<file path="config.mk">
export PLATFORM = sky130hd
export DESIGN_NAME = cprs_sequencer
export DESIGN_NICKNAME = d
export VERILOG_FILES = /design/src/cprs_pkg.sv /design/src/cprs_sequencer.sv
export VERILOG_INCLUDE_DIRS = /design/src
export SDC_FILE = /design/constraint.sdc
export NUM_CORES = 1
export LEC_CHECK = 0
export ABC_CLOCK_PERIOD_IN_PS = 2450
export BUFFER_PORTS_ARGS = -buffer_cell sky130_fd_sc_hd__buf_2
export CAP_MARGIN = 20
export CORE_MARGIN = 5
export CORE_UTILIZATION = 50
export DETAILED_ROUTE_END_ITERATION = 8
export GPL_ROUTABILITY_DRIVEN = 0
export HOLD_SLACK_MARGIN = 0.15
export MAX_ROUTING_LAYER = met4
export PLACE_DENSITY_LB_ADDON = 0.2
export SYNTH_ARGS = -nofsm -noshare
export SYNTH_HDL_FRONTEND = slang
export SYNTH_SLANG_ARGS = --single-unit
</file>
<file path="constraint.sdc">
create_clock -name aclk -period 2.45 [get_ports aclk]
set_clock_uncertainty 0.2 [all_clocks]
set_input_delay 0.49 -clock aclk [delete_from_list [all_inputs] [get_ports aclk]]
set_output_delay 0.49 -clock aclk [all_outputs]
set_load 0.01 [all_outputs]
</file>
<file path="src/cprs_params.svh">
// offsets, field positions, reset values and timing figures of the sequencer
`ifndef CPRS_PARAMS_SVH
`define CPRS_PARAMS_SVH
`define CPRS_OFF_STATUS    8'h00
`define CPRS_OFF_MONO      8'h08
`define CPRS_OFF_CFG       8'h10
`define CPRS_OFF_IRQ_STAT  8'h14
`define CPRS_OFF_IRQ_MASK  8'h18
`define CPRS_INIT_BIT      15
`define CPRS_MONO_IN_BIT   15
`define CPRS_MONO_OUT_BIT  6
`define CPRS_MIX_PD_BIT    0
`define CPRS_IRQ_DOWN_BIT  0
`define CPRS_IRQ_UP_BIT    1
`define CPRS_MONO_RST      16'h8040
`define CPRS_CFG_RST       1'b0
`define CPRS_MASK_RST      2'h0
`define CPRS_CLK_MHZ       125
`define CPRS_PD_US         5000
`define CPRS_PU_US         470000
`define CPRS_CAL_US        4000
`define CPRS_RESP_OK       2'h0
`define CPRS_RESP_SLVERR   2'h2
`endif

</file>
<file path="src/cprs_pkg.sv">
// types shared by the power and reset sequencer
package cprs_pkg;
  // power sequence states
  typedef enum logic [2:0] {
    CPRS_OFF,
    CPRS_UP,
    CPRS_CAL,
    CPRS_ON,
    CPRS_DOWN
  } cprs_state_t;

  // mono input routing to the analog outputs
  typedef struct packed {
    logic mono_out_en;
    logic line1_en;
  } cprs_route_t;

  // power control levels towards the analog core
  typedef struct packed {
    logic analog_on;
    logic calibrating;
    logic mixer_on;
  } cprs_power_t;
endpackage : cprs_pkg

</file>
<file path="src/cprs_sequencer.sv">
// power-down / reset sequencer with mono feedthrough select and register slave
//
// Register access over AXI4-Lite and the placing of the registers were decided locally.
`timescale 1ns/1ps
`include "cprs_params.svh"
module cprs_sequencer
  import cprs_pkg::*;
#(
  parameter int ADDR_W     = 8,
  parameter int PD_CYCLES  = `CPRS_PD_US * `CPRS_CLK_MHZ,
  parameter int PU_CYCLES  = `CPRS_PU_US * `CPRS_CLK_MHZ,
  parameter int CAL_CYCLES = `CPRS_CAL_US * `CPRS_CLK_MHZ
) (
  input  wire logic              aclk,
  input  wire logic              aresetn,
  input  wire logic [ADDR_W-1:0] s_axi_awaddr,
  input  wire logic              s_axi_awvalid,
  output logic                   s_axi_awready,
  input  wire logic [31:0]       s_axi_wdata,
  input  wire logic [3:0]        s_axi_wstrb,
  input  wire logic              s_axi_wvalid,
  output logic                   s_axi_wready,
  output logic [1:0]             s_axi_bresp,
  output logic                   s_axi_bvalid,
  input  wire logic              s_axi_bready,
  input  wire logic [ADDR_W-1:0] s_axi_araddr,
  input  wire logic              s_axi_arvalid,
  output logic                   s_axi_arready,
  output logic [31:0]            s_axi_rdata,
  output logic [1:0]             s_axi_rresp,
  output logic                   s_axi_rvalid,
  input  wire logic              s_axi_rready,
  input  wire logic              quiet_power_down_n,
  input  wire logic              hard_reset_n,
  input  wire logic              mono_feedthrough_select,
  output cprs_route_t            mono_route,
  output cprs_power_t            power_ctl,
  output logic                   crystal_drive_out,
  output logic                   irq
);

  logic [1:0]        pd_sync;
  logic [1:0]        ft_sync;
  logic [1:0]        rst_sync;
  logic              core_rst;
  logic              pd_req;
  cprs_state_t       state;
  cprs_state_t       next_state;
  logic [31:0]       cnt;
  logic              cnt_done;
  logic              init_flag;
  logic [15:0]       mono_reg;
  logic              mix_pd;
  logic [1:0]        irq_stat;
  logic [1:0]        irq_mask;
  logic [1:0]        ev;
  logic              mixer_down;
  logic              aw_hold;
  logic              w_hold;
  logic [ADDR_W-1:0] aw_addr;
  logic [31:0]       w_data;
  logic [3:0]        w_strb;
  logic              wr_go;
  logic              aw_take;
  logic              w_take;
  logic              ar_take;
  logic              wr_hit;
  logic [31:0]       rd_val;
  logic              rd_hit;

  // power-down and select pins pass two flops before any logic reads them
  always_ff @(posedge aclk) begin
    if (!aresetn) begin
      pd_sync <= 2'h0;
      ft_sync <= 2'h0;
    end else begin
      pd_sync <= {pd_sync[0], quiet_power_down_n};
      ft_sync <= {ft_sync[0], mono_feedthrough_select};
    end
  end

  // reset pin clears at once, release is synchronised to avoid a runt edge
  always_ff @(posedge aclk or negedge hard_reset_n) begin
    if (!hard_reset_n) begin
      rst_sync <= 2'h0;
    end else begin
      rst_sync <= {rst_sync[0], 1'b1};
    end
  end

  assign core_rst = !aresetn || !rst_sync[1];
  assign pd_req   = !pd_sync[1];
  assign cnt_done = (cnt == 32'h0);

  // sequence choice; running sequences are cut short only by a reset
  always_comb begin
    next_state = state;
    case (state)
      CPRS_OFF: begin
        if (!pd_req) next_state = CPRS_UP;
      end
      CPRS_UP: begin
        if (cnt_done) next_state = CPRS_CAL;
      end
      CPRS_CAL: begin
        if (cnt_done) next_state = pd_req ? CPRS_DOWN : CPRS_ON;
      end
      CPRS_ON: begin
        if (pd_req) next_state = CPRS_DOWN;
      end
      CPRS_DOWN: begin
        if (cnt_done) next_state = CPRS_OFF;
      end
      default: next_state = CPRS_OFF;
    endcase
  end

  // state and interval counter; reset pin drops straight to off, no ramp
  always_ff @(posedge aclk or negedge hard_reset_n) begin
    if (!hard_reset_n) begin
      state <= CPRS_OFF;
      cnt   <= 32'h0;
    end else if (core_rst) begin
      state <= CPRS_OFF;
      cnt   <= 32'h0;
    end else begin
      state <= next_state;
      if (next_state != state) begin
        case (next_state)
          CPRS_UP:   cnt <= PU_CYCLES - 1;
          CPRS_CAL:  cnt <= CAL_CYCLES - 1;
          CPRS_DOWN: cnt <= PD_CYCLES - 1;
          default:   cnt <= 32'h0;
        endcase
      end else if (!cnt_done) begin
        cnt <= cnt - 32'h1;
      end
    end
  end

  // completion flag: set at the end of power-down, cleared on power-up
  always_ff @(posedge aclk or negedge hard_reset_n) begin
    if (!hard_reset_n) begin
      init_flag <= 1'b1;
    end else if (core_rst) begin
      init_flag <= 1'b1;
    end else if (state == CPRS_DOWN && next_state == CPRS_OFF) begin
      init_flag <= 1'b1;
    end else if (state == CPRS_OFF && next_state == CPRS_UP) begin
      init_flag <= 1'b0;
    end
  end

  // sequence events for the interrupt
  assign ev[`CPRS_IRQ_DOWN_BIT] = (state == CPRS_DOWN) && cnt_done;
  assign ev[`CPRS_IRQ_UP_BIT]   = (state == CPRS_CAL) && cnt_done && !pd_req;

  // bus handshake bookkeeping
  assign aw_take = s_axi_awvalid && s_axi_awready;
  assign w_take  = s_axi_wvalid && s_axi_wready;
  assign ar_take = s_axi_arvalid && s_axi_arready;
  assign wr_go   = aw_hold && w_hold && !s_axi_bvalid;
  assign wr_hit  = (aw_addr == `CPRS_OFF_STATUS) || (aw_addr == `CPRS_OFF_MONO) ||
                   (aw_addr == `CPRS_OFF_CFG) || (aw_addr == `CPRS_OFF_IRQ_STAT) ||
                   (aw_addr == `CPRS_OFF_IRQ_MASK);

  // control registers: held at defaults while any power-down is requested
  always_ff @(posedge aclk or negedge hard_reset_n) begin
    if (!hard_reset_n) begin
      mono_reg <= `CPRS_MONO_RST;
      mix_pd   <= `CPRS_CFG_RST;
    end else if (core_rst || pd_req) begin
      mono_reg <= `CPRS_MONO_RST;
      mix_pd   <= `CPRS_CFG_RST;
    end else if (wr_go) begin
      if (aw_addr == `CPRS_OFF_MONO) begin
        if (w_strb[0]) mono_reg[7:0]  <= w_data[7:0];
        if (w_strb[1]) mono_reg[15:8] <= w_data[15:8];
      end
      if (aw_addr == `CPRS_OFF_CFG && w_strb[0]) mix_pd <= w_data[`CPRS_MIX_PD_BIT];
    end
  end

  // interrupt status and mask survive power-down so completion is seen
  always_ff @(posedge aclk) begin
    if (!aresetn) begin
      irq_stat <= 2'h0;
      irq_mask <= `CPRS_MASK_RST;
    end else begin
      // a new event wins over a write-one clear in the same cycle
      if (wr_go && aw_addr == `CPRS_OFF_IRQ_STAT && w_strb[0]) begin
        irq_stat <= (irq_stat & ~w_data[1:0]) | ev;
      end else begin
        irq_stat <= irq_stat | ev;
      end
      if (wr_go && aw_addr == `CPRS_OFF_IRQ_MASK && w_strb[0]) irq_mask <= w_data[1:0];
    end
  end

  // write channel: address and data taken in either order, one at a time
  always_ff @(posedge aclk) begin
    if (!aresetn) begin
      aw_hold       <= 1'b0;
      w_hold        <= 1'b0;
      aw_addr       <= '0;
      w_data        <= 32'h0;
      w_strb        <= 4'h0;
      s_axi_awready <= 1'b0;
      s_axi_wready  <= 1'b0;
      s_axi_bvalid  <= 1'b0;
      s_axi_bresp   <= `CPRS_RESP_OK;
    end else begin
      s_axi_awready <= !aw_hold && !aw_take && !s_axi_bvalid && !wr_go;
      s_axi_wready  <= !w_hold && !w_take && !s_axi_bvalid && !wr_go;
      if (aw_take) begin
        aw_hold <= 1'b1;
        aw_addr <= s_axi_awaddr;
      end
      if (w_take) begin
        w_hold <= 1'b1;
        w_data <= s_axi_wdata;
        w_strb <= s_axi_wstrb;
      end
      if (wr_go) begin
        aw_hold      <= 1'b0;
        w_hold       <= 1'b0;
        s_axi_bvalid <= 1'b1;
        s_axi_bresp  <= wr_hit ? `CPRS_RESP_OK : `CPRS_RESP_SLVERR;
      end else if (s_axi_bvalid && s_axi_bready) begin
        s_axi_bvalid <= 1'b0;
      end
    end
  end

  // read decode; unmapped addresses read zero with an error response
  always_comb begin
    rd_val = 32'h0;
    rd_hit = 1'b1;
    case (s_axi_araddr)
      `CPRS_OFF_STATUS: begin
        rd_val[`CPRS_INIT_BIT] = init_flag;
        rd_val[2:0]            = state;
      end
      `CPRS_OFF_MONO:     rd_val[15:0]             = mono_reg;
      `CPRS_OFF_CFG:      rd_val[`CPRS_MIX_PD_BIT] = mix_pd;
      `CPRS_OFF_IRQ_STAT: rd_val[1:0]              = irq_stat;
      `CPRS_OFF_IRQ_MASK: rd_val[1:0]              = irq_mask;
      default:            rd_hit                   = 1'b0;
    endcase
  end

  // read channel: answer one cycle after the address is taken
  always_ff @(posedge aclk) begin
    if (!aresetn) begin
      s_axi_arready <= 1'b0;
      s_axi_rvalid  <= 1'b0;
      s_axi_rdata   <= 32'h0;
      s_axi_rresp   <= `CPRS_RESP_OK;
    end else if (ar_take) begin
      s_axi_arready <= 1'b0;
      s_axi_rvalid  <= 1'b1;
      s_axi_rdata   <= rd_val;
      s_axi_rresp   <= rd_hit ? `CPRS_RESP_OK : `CPRS_RESP_SLVERR;
    end else if (s_axi_rvalid && s_axi_rready) begin
      s_axi_rvalid  <= 1'b0;
      s_axi_arready <= 1'b1;
    end else if (!s_axi_rvalid) begin
      s_axi_arready <= 1'b1;
    end
  end

  // mixer counts as down whenever the core is not fully up
  assign mixer_down = (state != CPRS_ON) || mix_pd;

  // analog routing and power levels, all from flops
  always_ff @(posedge aclk or negedge hard_reset_n) begin
    if (!hard_reset_n) begin
      mono_route        <= '0;
      power_ctl         <= '0;
      crystal_drive_out <= 1'b1;
    end else if (core_rst) begin
      mono_route        <= '0;
      power_ctl         <= '0;
      crystal_drive_out <= 1'b1;
    end else begin
      if (mixer_down) begin
        // select is taken as is; changing it here may click, which is the user's call
        mono_route.mono_out_en <= ft_sync[1];
        mono_route.line1_en    <= 1'b0;
      end else begin
        mono_route.mono_out_en <= !mono_reg[`CPRS_MONO_IN_BIT] && !mono_reg[`CPRS_MONO_OUT_BIT];
        mono_route.line1_en    <= !mono_reg[`CPRS_MONO_IN_BIT];
      end
      power_ctl.analog_on   <= (next_state != CPRS_OFF);
      power_ctl.calibrating <= (next_state == CPRS_CAL);
      power_ctl.mixer_on    <= (next_state == CPRS_ON) && !mix_pd;
      // oscillator keeps running through the whole power-down interval
      crystal_drive_out     <= (next_state != CPRS_OFF) || !pd_req;
    end
  end

  // level interrupt from unmasked sticky bits
  always_ff @(posedge aclk) begin
    if (!aresetn) begin
      irq <= 1'b0;
    end else begin
      irq <= |((irq_stat | ev) & irq_mask);
    end
  end

endmodule : cprs_sequencer

</file>
Word level (Yosys, flattened, before mapping):

Cells that the tools add are included.
W data, S select, Z words.

* register bits: 123
* bits of input ports: 62
* output and inout port bits: 48
* logic and storage cells: 166

* $add $sub $neg: 1
* bitwise logic cells: 6
* equality and inequality tests: 20
* multiplexer cells: 42
* reduce and logical (&&, ||, !) cells: 66

Operators by type and width (count)
* $mux W32: 3
* $pmux W26 S3: 1
* $eq A8 B5 Y1 const B: 6
* $mux W16: 3
* $logic_not A32 Y1: 1
* $sub A32 B1 Y32 const B: 1
* $logic_and A1 B1 Y1: 25
* $mux W3: 8
* $eq A8 B4 Y1 const B: 2
* $logic_not A8 Y1: 2
* $mux W8: 2
* $pmux W3 S5: 1
* $mux W1: 14
* $reduce_bool A2 Y1: 7
* $eq A3 B2 Y1 const B: 4
* $logic_not A1 Y1: 12
* $mux W12: 1
* $mux W2: 5
* $logic_or A1 B1 Y1: 8
* $eq A3 B1 Y1 const B: 2
* $eq A3 B3 Y1 const B: 2
* $logic_not A3 Y1: 2
* $ne A3 B2 Y1 const B: 2
* $reduce_and A3 Y1: 2
* other kinds (13): 19

Longest topological paths before layout:

* depth after elaboration: 8
* mapped depth: 9
* mapped depth without buffers: 8

Worst setup path after synthesis:

No wires, ideal clock.

* path kind: reg-to-reg
* start point: register cnt[0]
* end point: register cnt[12]
* clock period less this slack: 2550 ps
* arrival time: 2269 ps
* required time: 2169 ps
* buffers on the path: 1
* setup time: 81 ps
* slack: -100 ps
* stages on the path, launching flop included: 10
* cell sequence: dfrtp_1 -> inv_1 -> ha_1 -> nor3b_1 -> nor3b_2 -> nand3_2 -> a2111oi_4 -> nor2_2 -> buf_6 -> a21oi_1

* cells in the longest elaborated chain, start to end: 7
* elaborated cells between the ends (all ways): 15
* those cells by class: add/sub (1); eq/ne (5); mux (8); reduce/logical (1)

RTL lines
* from (decl): line cprs_sequencer.sv:49 `logic [31:0] cnt;`
* from (signal assigned): line cprs_sequencer.sv:130 `CPRS_UP: cnt <= PU_CYCLES - 1;`
* from (signal assigned): line cprs_sequencer.sv:131 `CPRS_CAL: cnt <= CAL_CYCLES - 1;`
* from (signal assigned): line cprs_sequencer.sv:132 `CPRS_DOWN: cnt <= PD_CYCLES - 1;`
* $logic_not A32 Y1: line cprs_sequencer.sv:93 `assign cnt_done = (cnt == 32'h0);`
* $mux W3 (on tied branches): line cprs_sequencer.sv:112, cprs_sequencer.sv:103, cprs_sequencer.sv:106
* $pmux W3 S5: line cprs_sequencer.sv:98 `case (state)`
* $eq A3 B3 Y1 (tied with other cells): line cprs_sequencer.sv:129 `case (next_state)`
* $pmux W26 S3: line cprs_sequencer.sv:129
* $mux W32: line cprs_sequencer.sv:128 `if (next_state != state) begin`
* $mux W32: line cprs_sequencer.sv:123 `end else if (core_rst) begin`

Parallel ways exist; a longest one is shown, timed or not. The select of a mux whose other input is x is not followed.
A chain may end at the register's enable or synchronous reset.

Worst setup path after layout:

* start point: register cnt[26]
* end point: register cnt[0]

* cells in the longest elaborated chain, start to end: 7
* elaborated cells between the ends (all ways): 13
* those cells by class: eq/ne (5); mux (7); reduce/logical (1)

RTL lines (line)
* $logic_not A32 Y1 (*): cprs_sequencer.sv:93
* $mux W3 (on tied branches): cprs_sequencer.sv:112, cprs_sequencer.sv:103, cprs_sequencer.sv:106
* $pmux W3 S5: cprs_sequencer.sv:98
* $eq A3 B3 Y1 (tied with other cells): cprs_sequencer.sv:129
* $pmux W26 S3: cprs_sequencer.sv:129
* $mux W32: cprs_sequencer.sv:128
* $mux W32: cprs_sequencer.sv:123

Mark *: on every way between the ends. The rest lies on a longest branch, timed or not.

==> metrics.txt <==
status finished with violations; failing checks negative setup slack; Tot GR Track Use about a quarter; Die Height between 100 and 150 um; Clock Tree Root clkbuf_8; CTS Buffer Depth 2; core area around 11000 um^2; pin count of the biggest net entering global routing 62; Final Setup Violations 25; Post-DP HPWL between 9000 and 10000 um; die outline area between 10000 and 15000 um^2; critical path type flip-flop to flip-flop; Initial DRT Pass Iterations 4; post-synthesis cell type count 66; Post-synth top flop dfxtp_1; Max-Cap Viols 0; Post-Syn Area ~5600 um^2; CP Launch Type flip-flop; first-pass GRT wire length roughly 24000 um; GRT overflow 0; area delta synth->final 39.8%; max FFs per register 32; Ys Warns 0; RSZ-0062 raised after global routing yes; later-pin clock latency in the skew report 0.53 ns; Tmin final approximately 2.6 ns; final wirelength ~15000 um; site row count 38; Final Core Density 71.5%; relative slew slack a little under 40%; Total Power ~0.0085 W; DIE WIDTH 116 um; detailed-route wire length per cell ~16 um; Final Max Slew Viols 0; CP max stage cell or4_4; Worst VDD drop between 1 and 1.5 mV; Hold Path Class flip-flop to flip-flop; Least-Margin Pin Slew 0.911 ns; total number of vias about 4900; initial antenna violation count 1; Final Worst Setup Slack -0.128 ns; EDFF count, synth 0; post-synthesis sequential area ratio 49.1%; FFs w/ async S/R, synth 50.4%; Buffers on Ports 73; layout cells sized above 1 between 30% and 40%; Seq cells post-synth ~120; CTS tree built; Boundary Pins 110; Hold Vio Cnt, Final 0; cells along the critical path or4_4 -> or4_4 -> a2111oi_4 -> buf_6 -> buf_6 -> nor3_2 -> mux2i_1; fin crit share 105%; Iteration-0 DRC Markers slightly below 300; Starting Density 51.2%; vias per cell 5.34; delay of the slowest cell on the worst path slightly below 0.6 ns; # DRC 0; Post-Layout Cell Count about 920; H-tree Lvls 4; Top reg by flops cnt; syn avg cell area ~9.7 um^2; placed cells 826; Leak Pwr between 3 and 4 nW; FMAX around 0.39 GHz; # nets final between 800 and 900; Setup crit end kind flip-flop; antenna-violating nets left 0; CP arrival about 2.8 ns; Setup TNS -1.46 ns; CP Max Fanout 5; Reg clk slew, reported paths ~0.060 ns; worst path required time about 2.7 ns; Post-Synthesis Cells roughly 570; pwr dens 1090 nW/um^2; CTS buffer count 17; number of global-route vias before repair approximately 5000; clk sink count between 100 and 150
cell families (layout without fill, tap and decap cells):
group / after synthesis / after routing / share of synthesized area (%)
AO/OA/AOI/OAI: 108 / 108 / 13.2
XOR/XNOR: 28 / 28 / 4.40
adder cells (fa/ha/maj): 1 / 1 / 0.225
buffers and inverters: 51 / 233 / 5.35
flip-flops: 121 / 121 / 49.1
multiplexers: 23 / 23 / 4.38
other: 2 / 20 / 0.135
AND/OR/NAND/NOR: 239 / 242 / 23.2
metal layers:
layer	GRT usage (%)	wire, um	vias up
met5	-	0	-
met4	10.2	345	0
met3	4.49	575	30
met2	39.2	7750	132
met1	27.4	6230	2387
li1	-	-	2340
synth_stat cells (5+ instances only):
| master | number | area share [%] |
|---|---|---|
| mux2i_1 | 21 | 3.8 |
| nand3_1 | 15 | 1.3 |
| dfxtp_1 | 60 | 22 |
| a21oi_1 | 26 | 2.3 |
| xnor2_1 | 22 | 3.5 |
| nor4_1 | 5 | 0.56 |
| or3_1 | 5 | 0.56 |
| xor2_1 | 6 | 0.94 |
| nor2_1 | 56 | 3.8 |
| or4_4 | 6 | 1.2 |
| a22o_1 | 13 | 2.0 |
| a21boi_0 | 29 | 3.9 |
| and2_1 | 11 | 1.2 |
| nand2b_1 | 9 | 1.0 |
| nor3_1 | 17 | 1.5 |
| nand2_1 | 69 | 4.6 |
| buf_4 | 19 | 2.6 |
| inv_1 | 7 | 0.47 |
| o21ai_0 | 20 | 1.8 |
| nor2b_1 | 10 | 1.1 |
| dfrtp_1 | 57 | 26 |
| clkbuf_1 | 16 | 1.1 |
power by group:
part | leakage (nW) | switching [W] | internal [W]
logic | 1.91 | 0.00190 | 0.00197
registers | 1.31 | 0.000160 | 0.00219
clock network | 0.268 | 0.000859 | 0.00141
layout by cell type (no fill, tap or decap), types with 12 or more instances in the layout:
cell type,synthesis,layout
buf_2,2,73
buf_4,19,72
nand2_1,69,69
dfxtp_1,60,60
dfrtp_1,57,57
nor2_1,56,51
dlygate4sd3_1,0,40
a21boi_0,29,28
xnor2_1,22,22
mux2i_1,21,21
conb_1,2,19
clkbuf_16,0,18
o21ai_0,20,16
nand3_1,15,15
a21oi_1,26,14
a21oi_2,2,14
a22o_1,13,13
nor3_1,17,12
timing repair:
| item | in CTS | in global routing |
|---|---|---|
| resized for setup | 27 | 34 |
| pin swaps | 10 | 19 |
| hold buffers | 40 | 0 |
| buffers inserted | 5 | 9 |
| endpoints found under the setup margin | 32 | 35 |
| gates cloned | 2 | 1 |
| hold endpoints to repair | 93 | 0 |
final cells by class:
| class | instances | area (um^2) |
|---|---|---|
| diodes | 1 | 2.50 |
| multi-input cells | 421 | 2880 |
| well taps | 140 | 175 |
| inverters | 7 | 26.3 |
| clock inverters | 7 | 40.0 |
| clock buffers | 25 | 507 |
| flip-flops and latches | 121 | 2730 |
| repair buffers | 194 | 1430 |
| fillers | 788 | 3100 |
critical path, delay by kind of cell (launching register included):
| kind | cells | cell delay (ns) |
|---|---|---|
| AND/OR/NAND/NOR | 3 | 1.17 |
| flip-flops | 1 | 0.38 |
| buffers and inverters | 2 | 0.32 |
| AO/OA/AOI/OAI | 1 | 0.23 |
| multiplexers | 1 | 0.15 |
through the flow:
stage               area (um^2)  worst slack [ns]  hold WS [ns]
floorplan                  5660           -0.0368      -0.00559
global placement           6450            -0.139         0.133
detailed placement         6450            -0.170         0.161
CTS                        7560           -0.0988         0.176
global route               7780            -0.213         0.182
finish                     7780            -0.128         0.169
final timing paths:
kind                               from            to  slack [ns]  depth (start not counted)
setup / recovery                cnt[26]        cnt[0]       -0.13                          7
hold / removal              rst_sync[0]   rst_sync[1]        0.17                          0
setup reg to reg                cnt[26]        cnt[0]       -0.13                          7
hold reg to reg             rst_sync[0]   rst_sync[1]        0.17                          0
max in group asynchronous  hard_reset_n  mono_reg[15]        1.42                          3
min in group asynchronous  hard_reset_n      state[2]        0.31                          3
No activity file was read; power rests on OpenSTA's default activity.
